===== src/pkg/pdcds_cfg.svh =====
// Timing and width constants for the current-decrease sequencer.
`ifndef PDCDS_CFG_SVH
`define PDCDS_CFG_SVH

`define PDCDS_CLK_PERIOD_NS   10
`define PDCDS_CNT_W           20
`define PDCDS_SETTLE_US       30
`define PDCDS_SRC_READY_US    280
`define PDCDS_REDUCED_LOAD_US 20
`define PDCDS_WATCH_US        600

// A least time rounds up to whole cycles, a longest time rounds down.
`define PDCDS_CYC_UP(us) (((us) * 1000 + `PDCDS_CLK_PERIOD_NS - 1) / `PDCDS_CLK_PERIOD_NS)
`define PDCDS_CYC_DN(us) (((us) * 1000) / `PDCDS_CLK_PERIOD_NS)

`define PDCDS_SETTLE_CYC       `PDCDS_CYC_UP(`PDCDS_SETTLE_US)
`define PDCDS_SRC_READY_CYC    `PDCDS_CYC_DN(`PDCDS_SRC_READY_US)
`define PDCDS_REDUCED_LOAD_CYC `PDCDS_CYC_DN(`PDCDS_REDUCED_LOAD_US)
`define PDCDS_WATCH_CYC        `PDCDS_CYC_DN(`PDCDS_WATCH_US)

`endif


===== src/pkg/pdcds_pkg.sv =====
// Shared types of the current-decrease sequencer.
`include "pdcds_cfg.svh"

package pdcds_pkg;

  typedef logic [`PDCDS_CNT_W-1:0] pdcds_cnt_t;

  typedef enum logic [1:0] {
    PDCDS_MSG_ACCEPT = 2'h1,
    PDCDS_MSG_PS_RDY = 2'h2
  } pdcds_msg_e;

endpackage : pdcds_pkg


===== src/pkg/pdcds_link_if.sv =====
// Message link between the source and sink policy engines.
`timescale 1ns/1ps

interface pdcds_link_if;
  import pdcds_pkg::*;

  logic       msg_vld;
  pdcds_msg_e msg_type;
  logic       crc_ack;

  modport source (
    output msg_vld,
    output msg_type,
    input  crc_ack
  );

  modport sink (
    input  msg_vld,
    input  msg_type,
    output crc_ack
  );

endinterface : pdcds_link_if


===== src/logic/pdcds_interval_timer.sv =====
// Restartable interval timer that pulses when its limit has elapsed.
`timescale 1ns/1ps

module pdcds_interval_timer (
  input  wire logic                  i_sys_clk,
  input  wire logic                  i_rst_n,
  input  wire logic                  i_start,
  input  wire logic                  i_stop,
  input  wire pdcds_pkg::pdcds_cnt_t i_limit,
  output logic                       o_expired,
  output logic                       o_running
);
  import pdcds_pkg::*;

  pdcds_cnt_t cnt_r;
  pdcds_cnt_t cnt_nxt;
  logic       run_r;
  logic       run_nxt;
  logic       exp_r;
  logic       exp_nxt;

  // The pulse comes i_limit + 1 cycles after the start pulse, for any i_limit of 1 or more.
  always_comb begin
    cnt_nxt = cnt_r;
    run_nxt = run_r;
    exp_nxt = 1'b0;
    if (i_start) begin
      cnt_nxt = pdcds_cnt_t'(1);
      run_nxt = 1'b1;
    end else if (i_stop) begin
      run_nxt = 1'b0;
    end else if (run_r) begin
      if (cnt_r >= i_limit) begin
        run_nxt = 1'b0;
        exp_nxt = 1'b1;
      end else begin
        cnt_nxt = cnt_r + pdcds_cnt_t'(1);
      end
    end
  end

  always_ff @(posedge i_sys_clk or negedge i_rst_n) begin
    if (!i_rst_n) begin
      cnt_r <= '0;
      run_r <= 1'b0;
      exp_r <= 1'b0;
    end else begin
      cnt_r <= cnt_nxt;
      run_r <= run_nxt;
      exp_r <= exp_nxt;
    end
  end

  assign o_expired = exp_r;
  assign o_running = run_r;

endmodule : pdcds_interval_timer


===== src/logic/pdcds_source.sv =====
// Source-side policy engine for a negotiated current decrease.
// Steps of the sequence on both sides, source and sink
// - Source answers pending request with Accept
// - Sink starts watch timer on Accept
// - Every message acknowledged; sender waits for it
// - Source waits settle interval after Accept ack
// - Sink orders its supply to lower load
// - Sink reaches lower load before settle ends
// - After settle, source orders supply change
// - Supply ready within source-ready interval, reported
// - Source sends PS_RDY after readiness
// - Sink acknowledges PS_RDY, sequence ends
`timescale 1ns/1ps
`include "pdcds_cfg.svh"

module pdcds_source #(
  parameter pdcds_pkg::pdcds_cnt_t SRC_READY_CYC = pdcds_pkg::pdcds_cnt_t'(`PDCDS_SRC_READY_CYC)
) (
  input  wire logic      i_sys_clk,
  input  wire logic      i_rst_n,
  pdcds_link_if.source   link,
  input  wire logic      i_req_ok,
  input  wire logic      i_supply_ready,
  output logic           o_supply_change,
  output logic           o_busy,
  output logic           o_done,
  output logic           o_ready_late
);
  import pdcds_pkg::*;

  // One-hot states written out; a corrupted code is caught by the default branch
  // and returns the engine to idle rather than locking it.
  typedef enum logic [7:0] {
    PDCDS_SRC_IDLE    = 8'h01,
    PDCDS_SRC_ACC_TX  = 8'h02,
    PDCDS_SRC_ACC_ACK = 8'h04,
    PDCDS_SRC_SETTLE  = 8'h08,
    PDCDS_SRC_RECFG   = 8'h10,
    PDCDS_SRC_READY   = 8'h20,
    PDCDS_SRC_RDY_TX  = 8'h40,
    PDCDS_SRC_RDY_ACK = 8'h80
  } pdcds_src_state_e;

  pdcds_src_state_e state_r;
  pdcds_src_state_e state_nxt;

  // Every output and link signal leaves from a register so that the far end sees clean pulses.
  logic       msg_vld_r;
  logic       msg_vld_nxt;
  pdcds_msg_e msg_type_r;
  pdcds_msg_e msg_type_nxt;
  logic       change_r;
  logic       change_nxt;
  logic       busy_r;
  logic       busy_nxt;
  logic       done_r;
  logic       done_nxt;
  logic       late_r;
  logic       late_nxt;

  logic       settle_start;
  logic       settle_expired;
  logic       ready_start;
  logic       ready_stop;
  logic       ready_expired;

  // The settle timer is never stopped, so the only way out of the settle state is its expiry.
  pdcds_interval_timer u_settle_timer (
    .i_sys_clk (i_sys_clk),
    .i_rst_n   (i_rst_n),
    .i_start   (settle_start),
    .i_stop    (1'b0),
    .i_limit   (pdcds_cnt_t'(`PDCDS_SETTLE_CYC)),
    .o_expired (settle_expired),
    .o_running ()
  );

  // Stopping the ready timer on readiness keeps its pulse from surfacing after the sequence moved on.
  pdcds_interval_timer u_ready_timer (
    .i_sys_clk (i_sys_clk),
    .i_rst_n   (i_rst_n),
    .i_start   (ready_start),
    .i_stop    (ready_stop),
    .i_limit   (SRC_READY_CYC),
    .o_expired (ready_expired),
    .o_running ()
  );

  // Sequencing. A request that arrives while a sequence runs is not queued;
  // the local manager must hold i_req_ok until o_busy rises.
  always_comb begin
    // Pulses default low each cycle; levels and the message type hold their value.
    state_nxt    = state_r;
    msg_vld_nxt  = 1'b0;
    msg_type_nxt = msg_type_r;
    change_nxt   = 1'b0;
    busy_nxt     = busy_r;
    done_nxt     = 1'b0;
    late_nxt     = 1'b0;
    settle_start = 1'b0;
    ready_start  = 1'b0;
    ready_stop   = 1'b0;
    case (state_r)
      // Idle keeps busy low; every ending state also lowers it on the edge that returns here.
      PDCDS_SRC_IDLE: begin
        busy_nxt = 1'b0;
        if (i_req_ok) begin
          state_nxt    = PDCDS_SRC_ACC_TX;
          msg_vld_nxt  = 1'b1;
          msg_type_nxt = PDCDS_MSG_ACCEPT;
          busy_nxt     = 1'b1;
        end
      end

      // The Accept pulse is on the link now; its acknowledge can come no sooner than next cycle.
      PDCDS_SRC_ACC_TX: begin
        state_nxt = PDCDS_SRC_ACC_ACK;
      end

      // No timeout here: a far end that never acknowledges leaves the engine waiting until reset.
      PDCDS_SRC_ACC_ACK: begin
        if (link.crc_ack) begin
          state_nxt    = PDCDS_SRC_SETTLE;
          settle_start = 1'b1;
        end
      end

      // The change order is one pulse, given once the settle interval has run out in full.
      PDCDS_SRC_SETTLE: begin
        if (settle_expired) begin
          state_nxt  = PDCDS_SRC_RECFG;
          change_nxt = 1'b1;
        end
      end

      // The ready interval is counted from the cycle in which the change order stands.
      PDCDS_SRC_RECFG: begin
        state_nxt   = PDCDS_SRC_READY;
        ready_start = 1'b1;
      end

      // The supply input is looked at only here; outside this state it is ignored.
      PDCDS_SRC_READY: begin
        // Readiness seen in the same cycle as the expiry still counts.
        if (i_supply_ready) begin
          state_nxt    = PDCDS_SRC_RDY_TX;
          ready_stop   = 1'b1;
          msg_vld_nxt  = 1'b1;
          msg_type_nxt = PDCDS_MSG_PS_RDY;
        end else if (ready_expired) begin
          state_nxt = PDCDS_SRC_IDLE;
          late_nxt  = 1'b1;
          busy_nxt  = 1'b0;
        end
      end

      // Same one-cycle gap as after Accept before the acknowledge is looked for.
      PDCDS_SRC_RDY_TX: begin
        state_nxt = PDCDS_SRC_RDY_ACK;
      end

      // In this state the sequence closes only once the sink has acknowledged the ready message.
      PDCDS_SRC_RDY_ACK: begin
        if (link.crc_ack) begin
          state_nxt = PDCDS_SRC_IDLE;
          done_nxt  = 1'b1;
          busy_nxt  = 1'b0;
        end
      end

      // An illegal code drops the sequence without any message or pulse.
      default: begin
        state_nxt = PDCDS_SRC_IDLE;
        busy_nxt  = 1'b0;
      end
    endcase
  end

  // Reset leaves the link quiet with the type parked at Accept, which is ignored while valid is low.
  always_ff @(posedge i_sys_clk or negedge i_rst_n) begin
    if (!i_rst_n) begin
      state_r    <= PDCDS_SRC_IDLE;
      msg_vld_r  <= 1'b0;
      msg_type_r <= PDCDS_MSG_ACCEPT;
      change_r   <= 1'b0;
      busy_r     <= 1'b0;
      done_r     <= 1'b0;
      late_r     <= 1'b0;
    end else begin
      state_r    <= state_nxt;
      msg_vld_r  <= msg_vld_nxt;
      msg_type_r <= msg_type_nxt;
      change_r   <= change_nxt;
      busy_r     <= busy_nxt;
      done_r     <= done_nxt;
      late_r     <= late_nxt;
    end
  end

  // The link is driven only from registers, so the sink never samples a combinational glitch.
  assign link.msg_vld    = msg_vld_r;
  assign link.msg_type   = msg_type_r;
  assign o_supply_change = change_r;
  assign o_busy          = busy_r;
  assign o_done          = done_r;
  assign o_ready_late    = late_r;

endmodule : pdcds_source


===== src/flat_wrapper.sv =====
// flat-port wrapper written by rule: the top's interface ports become plain ports
module pdcds_source_flat import pdcds_pkg::*;
#(
  parameter pdcds_pkg::pdcds_cnt_t SRC_READY_CYC = pdcds_pkg::pdcds_cnt_t'(`PDCDS_SRC_READY_CYC)
)
  (i_sys_clk, i_rst_n, i_req_ok, i_supply_ready, o_supply_change, o_busy, o_done, o_ready_late, link_msg_vld, link_msg_type, link_crc_ack);
  pdcds_link_if link_i ();
  input  wire logic i_sys_clk;
  input  wire logic i_rst_n;
  input  wire logic i_req_ok;
  input  wire logic i_supply_ready;
  output logic o_supply_change;
  output logic o_busy;
  output logic o_done;
  output logic o_ready_late;
  output wire logic [$bits(link_i.msg_vld)-1:0] link_msg_vld;
  output wire logic [$bits(link_i.msg_type)-1:0] link_msg_type;
  input wire logic [$bits(link_i.crc_ack)-1:0] link_crc_ack;
  assign link_msg_vld = link_i.msg_vld;
  assign link_msg_type = link_i.msg_type;
  assign link_i.crc_ack = link_crc_ack;
  pdcds_source #(.SRC_READY_CYC(SRC_READY_CYC)) u_core (.i_sys_clk(i_sys_clk), .i_rst_n(i_rst_n), .link(link_i), .i_req_ok(i_req_ok), .i_supply_ready(i_supply_ready), .o_supply_change(o_supply_change), .o_busy(o_busy), .o_done(o_done), .o_ready_late(o_ready_late));
endmodule

===== config.mk =====
export PLATFORM = sky130hd
export DESIGN_NAME = pdcds_source_flat
export DESIGN_NICKNAME = d
export VERILOG_FILES = /design/src/pkg/pdcds_pkg.sv /design/src/pkg/pdcds_link_if.sv /design/src/logic/pdcds_interval_timer.sv /design/src/logic/pdcds_source.sv /design/src/flat_wrapper.sv
export VERILOG_INCLUDE_DIRS = /design/src /design/src/pkg
export SDC_FILE = /design/constraint.sdc
export NUM_CORES = 1
export LEC_CHECK = 0
export ABC_CLOCK_PERIOD_IN_PS = 1850
export BUFFER_PORTS_ARGS = -buffer_cell sky130_fd_sc_hd__buf_2
export CORE_UTILIZATION = 45
export DETAILED_ROUTE_END_ITERATION = 6
export GPL_ROUTABILITY_DRIVEN = 0
export GPL_TIMING_DRIVEN = 1
export SYNTH_ARGS = -nofsm -noshare
export SYNTH_HDL_FRONTEND = slang
export SYNTH_SLANG_ARGS = --single-unit

===== constraint.sdc =====
create_clock -name i_sys_clk -period 1.85 [get_ports i_sys_clk]
set_input_delay 0.0925 -clock i_sys_clk [delete_from_list [all_inputs] [get_ports i_sys_clk]]
set_output_delay 0.0925 -clock i_sys_clk [all_outputs]
set_load 0.01 [all_outputs]

After elaboration in Yosys (flattened, before gate mapping)
Index checks and enable logic that the tools add are counted.
{"block": "classes", "addsub": 2, "multipliers": 0, "div": 0, "order_cmp": 2, "eq_ne": 19, "n_shift": 0, "n_mux": 48, "bitwise_logic": 1, "reduce_logical": 9}
{"cell": "two-way mux 20 bit", "count": 7}
{"cell": "case mux 8 bit (8 select lines)", "count": 1}
{"cell": "two-way mux 8 bit", "count": 6}
{"cell": "adder 20 x 1 -> 20 bit (second input constant)", "count": 2}
{"cell": "two-way mux 1 bit", "count": 29}
{"cell": "greater-or-equal comparator 20 x 12 -> 1 bit (second input constant)", "count": 1}
{"cell": "greater-or-equal comparator 20 x 15 -> 1 bit (second input constant)", "count": 1}
{"cell": "!= test 2 bit (second input constant)", "count": 7}
{"cell": "== test 8 x 1 -> 1 bit (second input constant)", "count": 1}
{"cell": "== test 8 x 2 -> 1 bit (second input constant)", "count": 1}
{"cell": "== test 8 x 3 -> 1 bit (second input constant)", "count": 1}
{"cell": "== test 8 x 4 -> 1 bit (second input constant)", "count": 1}
{"cell": "== test 8 x 5 -> 1 bit (second input constant)", "count": 1}
{"cell": "== test 8 x 6 -> 1 bit (second input constant)", "count": 1}
{"cell": "== test 8 x 7 -> 1 bit (second input constant)", "count": 1}
{"cell": "== test 8 bit (second input constant)", "count": 1}
{"cell": "!= test 2 x 1 -> 1 bit (second input constant)", "count": 3}
{"cell": "AND reduction 3 bit", "count": 2}
{"cell": "nonzero test 2 bit", "count": 3}
{"cell": "AND reduction 5 bit", "count": 1}
{"cell": "OR reduction 5 bit", "count": 1}
{"cell": "two-way mux 2 bit", "count": 2}
{"cell": "case mux 1 bit (4 select lines)", "count": 1}
{"cell": "case mux 2 bit (2 select lines)", "count": 1}
{"cell": "other kinds (5)", "count": 5}
{"block": "word_totals", "reg_bits": 59, "latchBits": 0, "ram_bits": 0, "romBits": 0, "inputBits": 5, "output_inout_bits": 7, "elab_cells": 94, "mem_count": 0}

Longest topological paths before layout
{"block": "logic_depth", "ltp_word": 5, "ltp_mapped": 7, "ltp_nobuf": 6}

Hierarchy
From an unflattened synthesis, not the netlist that was laid out.
{"block": "unflattened", "hier_cells": 470, "hier_area_um2": 4244.1}
{"module": "pdcds_interval_timer", "n_inst": 2, "cells_each": 192, "area_each_um2": 1706.6, "seq_area_each_um2": 550.5}
{"module": "pdcds_source", "n_inst": 1, "cells_each": 86, "area_each_um2": 830.8, "seq_area_each_um2": 377.9}

Worst setup path before layout
OpenSTA, ideal clock, no wires.
{"block": "synth_path", "kind": "reg-to-reg", "startpoint": "register u_core.state_r[6]", "endpoint": "register u_core.u_ready_timer.cnt_r[16]", "setup_ns": 0.117, "arrival_time_ns": 1.893, "path_slack_ns": -0.159, "stages_incl_launch_ff": 7, "path_buffers": 2, "period_less_slack_ns": 2.009, "cell_sequence": "dfrtp_1 -> or4_1 -> buf_2 -> or3_4 -> or2_4 -> buf_6 -> and2_4"}
{"block": "synth_between", "elab_chain_cells": 4, "word_cells_on_any_way": 9}
{"item": "start: declaration", "line": "pdcds_source.sv:44", "text": "pdcds_src_state_e state_r;"}
{"item": "start signal: assignment", "line": "pdcds_source.sv:190", "text": "state_r <= state_nxt;"}
{"item": "== test 8 x 6 -> 1 bit or == test 8 x 5 -> 1 bit (tied branches)", "line": "pdcds_source.sv:103", "text": "case (state_r)"}
{"item": "two-way mux 1 bit", "line": "pdcds_source.sv:103"}
{"item": "!= test 2 x 1 -> 1 bit (no line) or nonzero test 2 bit (tied branches)"}
{"item": "AND reduction 3 bit (no line)"}
{"item": "end signal: assignment", "line": "pdcds_interval_timer.sv:48", "text": "cnt_r <= cnt_nxt;"}
{"item": "end: declaration", "line": "pdcds_interval_timer.sv:15", "text": "pdcds_cnt_t cnt_r;"}
Several ways; a longest one is shown, not always the timed one.
A chain may end at the register's enable or synchronous reset.

Final worst setup path
{"block": "layout_path", "startpoint": "register u_core.u_ready_timer.cnt_r[17]", "endpoint": "register u_core.u_ready_timer.cnt_r[2]"}
{"block": "layout_between", "elab_chain_cells": 3}
{"item": "greater-or-equal comparator 20 x 15 -> 1 bit", "line": "pdcds_interval_timer.sv:33", "text": "if (cnt_r >= i_limit) begin"}
{"item": "!= test 2 x 1 -> 1 bit (no line)"}
{"item": "AND reduction 3 bit (no line)"}
Every way passes these cells.

==> impl_metrics.toml <==
[cts]
clock-root-buffer = "clkbuf_8"
ctsLongestPathBuffers = 2
insertion_delay_ns = 0.34
h-tree-depth = 3
clock-sinks = 59
numCtsBuffers = 9
cts_tree = "yes"
cts.reportedPaths.clkPinSlew_ns = 0.07

[floorplanning]
initial_utilization_pct = 47.5
rows = 28
core_um2 = 6030
io-pin-count = 12
dieHeight_um = 81.8
fp.dieW_um = 81.8
die_area_um2 = 6690

[flow_run]
max_cap_viol_count = 0

[placement]
hpwl_mm = 4.28
dp_cells = 392
port-buffer-count = 11

[yosys]
synthCells = 278
synthSimpleGateAreaFrac_pct = 27.5
synth_top_cells_by_count = "57 x dfrtp_1, 20 x a21oi_1, 19 x nor2_1, 17 x inv_1, 15 x nand2_1"
syn_nets = 287
synth-edff-count = 0
async_reset_ff_share_pct = 100
synth_mux_area_share_pct = 0.699
syn_area_um2 = 2870
synth_xor_area_share_pct = 1.53
ys_warn_count = 0
synth_top_area_share_pct = 49.8
synthFlopType = "dfrtp_1"
synth_top_family_by_area = "simple AND/OR/NAND/NOR gates"
synth_adder_area_share_pct = 1.75
synth-seq-area-share_pct = 51.6
ys_ff_latch = 59
syn_avg_cell_area_um2 = 10.3
synth.most_common_cell = "dfrtp_1"
synthTopCellsByArea = "dfrtp_1 50%, a21oi_1 3.5%, nor2_1 2.5%"
ys_types = 53
synth_compound_area_share_pct = 13.1
synth_top_area_cell = "dfrtp_1"

[outcome]
status = "finished, violations left"
violations = "negative setup slack"

[detailed_routing]
post_drt_wl_per_cell_um = 15.9
wirelength_mm = 6.73
ant_nets = 0
viasPerCell = 5.68
firstDrtPassIters = 4
drtIter0Drc = 131
drc = 0
vias = 2395

[worst_setup_path]
cp_max_fo = 5
path_common_cell = "or4_4"
cp_cell_sequence = "or4_4 > nor2_4 > o211ai_1 > buf_4 > or4_4 > a21oi_1"
crit_buf_inv = 1
crit_family = "simple AND/OR/NAND/NOR gates"
start_kind = "register"
end_kind = "register"
worst_ep_arrival_time_ns = 2.30
crit_slowest_cell = "or4_4"
required_ns = 2.11
max_stage_delay_ns = 0.56
crit_type = "register to register"
r2r_slack_ns = -0.19

[sta]
hold_viol = 0
setup_ws_ns = -0.186
worst-slew-pin-transition_ns = 0.648
max_freq_mhz = 491
maxSlewHeadroom_pct = 56.7
tns_ns = -1.07
setup_viol = 16
report.final.slew_viol_count = 0
timing.final.crit_period_ns = 2.04
fin_skew_ns = 0.0115
rsz0062_at_grt = "yes"
finalCritPeriodShare_pct = 110

[global_route]
grt_pass1_vias = 2292
overflow = 0
track_usage_pct = 21.8
grt_pass1_wl_mm = 10.7
antenna_found_initial = 0
grt_max_degree = 60

[worst_hold_path]
hp-class = "input pin to register"

[power_and_ir_drop]
ir_drop_uv = 615
power_mw = 4.10
p_per_area_nw_per_um2 = 1090
leakage_nw = 1.77

[layout]
synthToLayoutAreaGrowth_pct = 31.7
drive_above_1_share_pct = 34.9
antenna_cells = 0
nets = 351
final_cells = 422
## registers in the layout, summed over array words and instances (netlist names)
name and cells:
u_core.o_supply_change 1, u_core.o_done 1, u_core.u_ready_timer.o_running 1, u_core.o_ready_late 1, u_core.link.msg_vld 1, u_core.u_ready_timer.cnt_r 20, u_core.u_settle_timer.cnt_r 20, u_core.state_r 8
u_core.u_settle_timer.o_expired 1, u_core.u_ready_timer.o_expired 1, u_core.o_busy 1, u_core.link.msg_type 2, u_core.u_settle_timer.o_running 1
## per-stage QoR
stage	setup slack (ns)	utilization (%)	cell area [um2]	hold WS, ns
final	-0.186	62.6	3770	0.0293
after global routing	-0.266	62.6	3770	0.0132
after CTS	-0.166	59.7	3600	0.0108
after detailed placement	-0.192	54.9	3310	0.121
after global placement	-0.139	54.9	3310	0.124
after floorplan	-0.153	-	2910	-0.203
## cells in the final DEF, fill, tap and decap left out, drive strengths merged, types with 2 or more instances in the layout
master and count:
a211o 2, a21oi 20, a31o 4, a41oi 2, and2 7, and3 5
buf 58, clkbuf 11, clkinv 3, dfrtp 57, dfstp 2, dlygate4sd3 2
ha 4, inv 17, mux2i 2, nand2 15, nand2b 5, nand3 12
nand4 11, nand4b 5, nor2 20, nor2b 10, nor3 4, nor3b 3
nor4 7, nor4b 3, o2111ai 2, o211a 2, o21ai 10, o31ai 6
or2 8, or3 4, or4 8, xnor2 4
## path summary, 6_finish.rpt
kind                                                 from  cells after the start                        endpoint
hold reg to reg            u_core.u_ready_timer.o_expired                      1               u_core.state_r[5]
min in group asynchronous                         i_rst_n                      3  u_core.u_settle_timer.cnt_r[9]
hold / removal                               link_crc_ack                      2               u_core.state_r[2]
max in group asynchronous                         i_rst_n                      3         u_core.link.msg_type[0]
setup reg to reg           u_core.u_ready_timer.cnt_r[17]                      6   u_core.u_ready_timer.cnt_r[2]
setup / recovery           u_core.u_ready_timer.cnt_r[17]                      6   u_core.u_ready_timer.cnt_r[2]
## worst register-to-register path, stage by stage (launching register included)
cell and delay (ns):
dfrtp_1 0.38, or4_4 0.56, nor2_4 0.11, o211ai_1 0.18
buf_4 0.21, or4_4 0.40, a21oi_1 0.13
## cells by family (layout without fill, tap and decap cells)
kind of cell | Yosys count | after routing
compound gates | 56 | 56
xor+xnor | 5 | 5
fa+ha+maj | 4 | 4
buf+inv | 25 | 93
flops | 59 | 59
mux | 2 | 2
simple gates | 127 | 128
## power by group
part	internal, mW	total (mW)	switching [mW]
clock network	0.652	1.17	0.521
logic	0.558	1.19	0.635
registers	1.51	1.73	0.219
total	2.72	4.10	1.37
## per-layer routing
layer	share of wire (%)	track usage, %	vias to the layer above
li1	-	-	1142
met5	0	0	-
met3	3.6	4.89	14
met4	2.0	11.6	0
met1	49	29.8	1195
met2	45	32.1	44
## final cells by class
cell class | instances | area [um2]
flip-flops and latches | 59 | 1480
repair buffers | 60 | 484
multi-input cells | 195 | 1460
inverters | 17 | 63.8
fillers | 482 | 2250
clock inverters | 5 | 52.6
well taps | 75 | 93.8
clock buffers | 11 | 141
## repair_timing
item,CTS,global route
gates cloned,2,1
hold endpoints to repair,59,0
pin swaps,18,21
buffers inserted,4,6
endpoints found under the setup margin,37,31
hold buffers,2,0
gates resized for setup,12,30
Note: power is estimated with default switching activity, not from simulation.
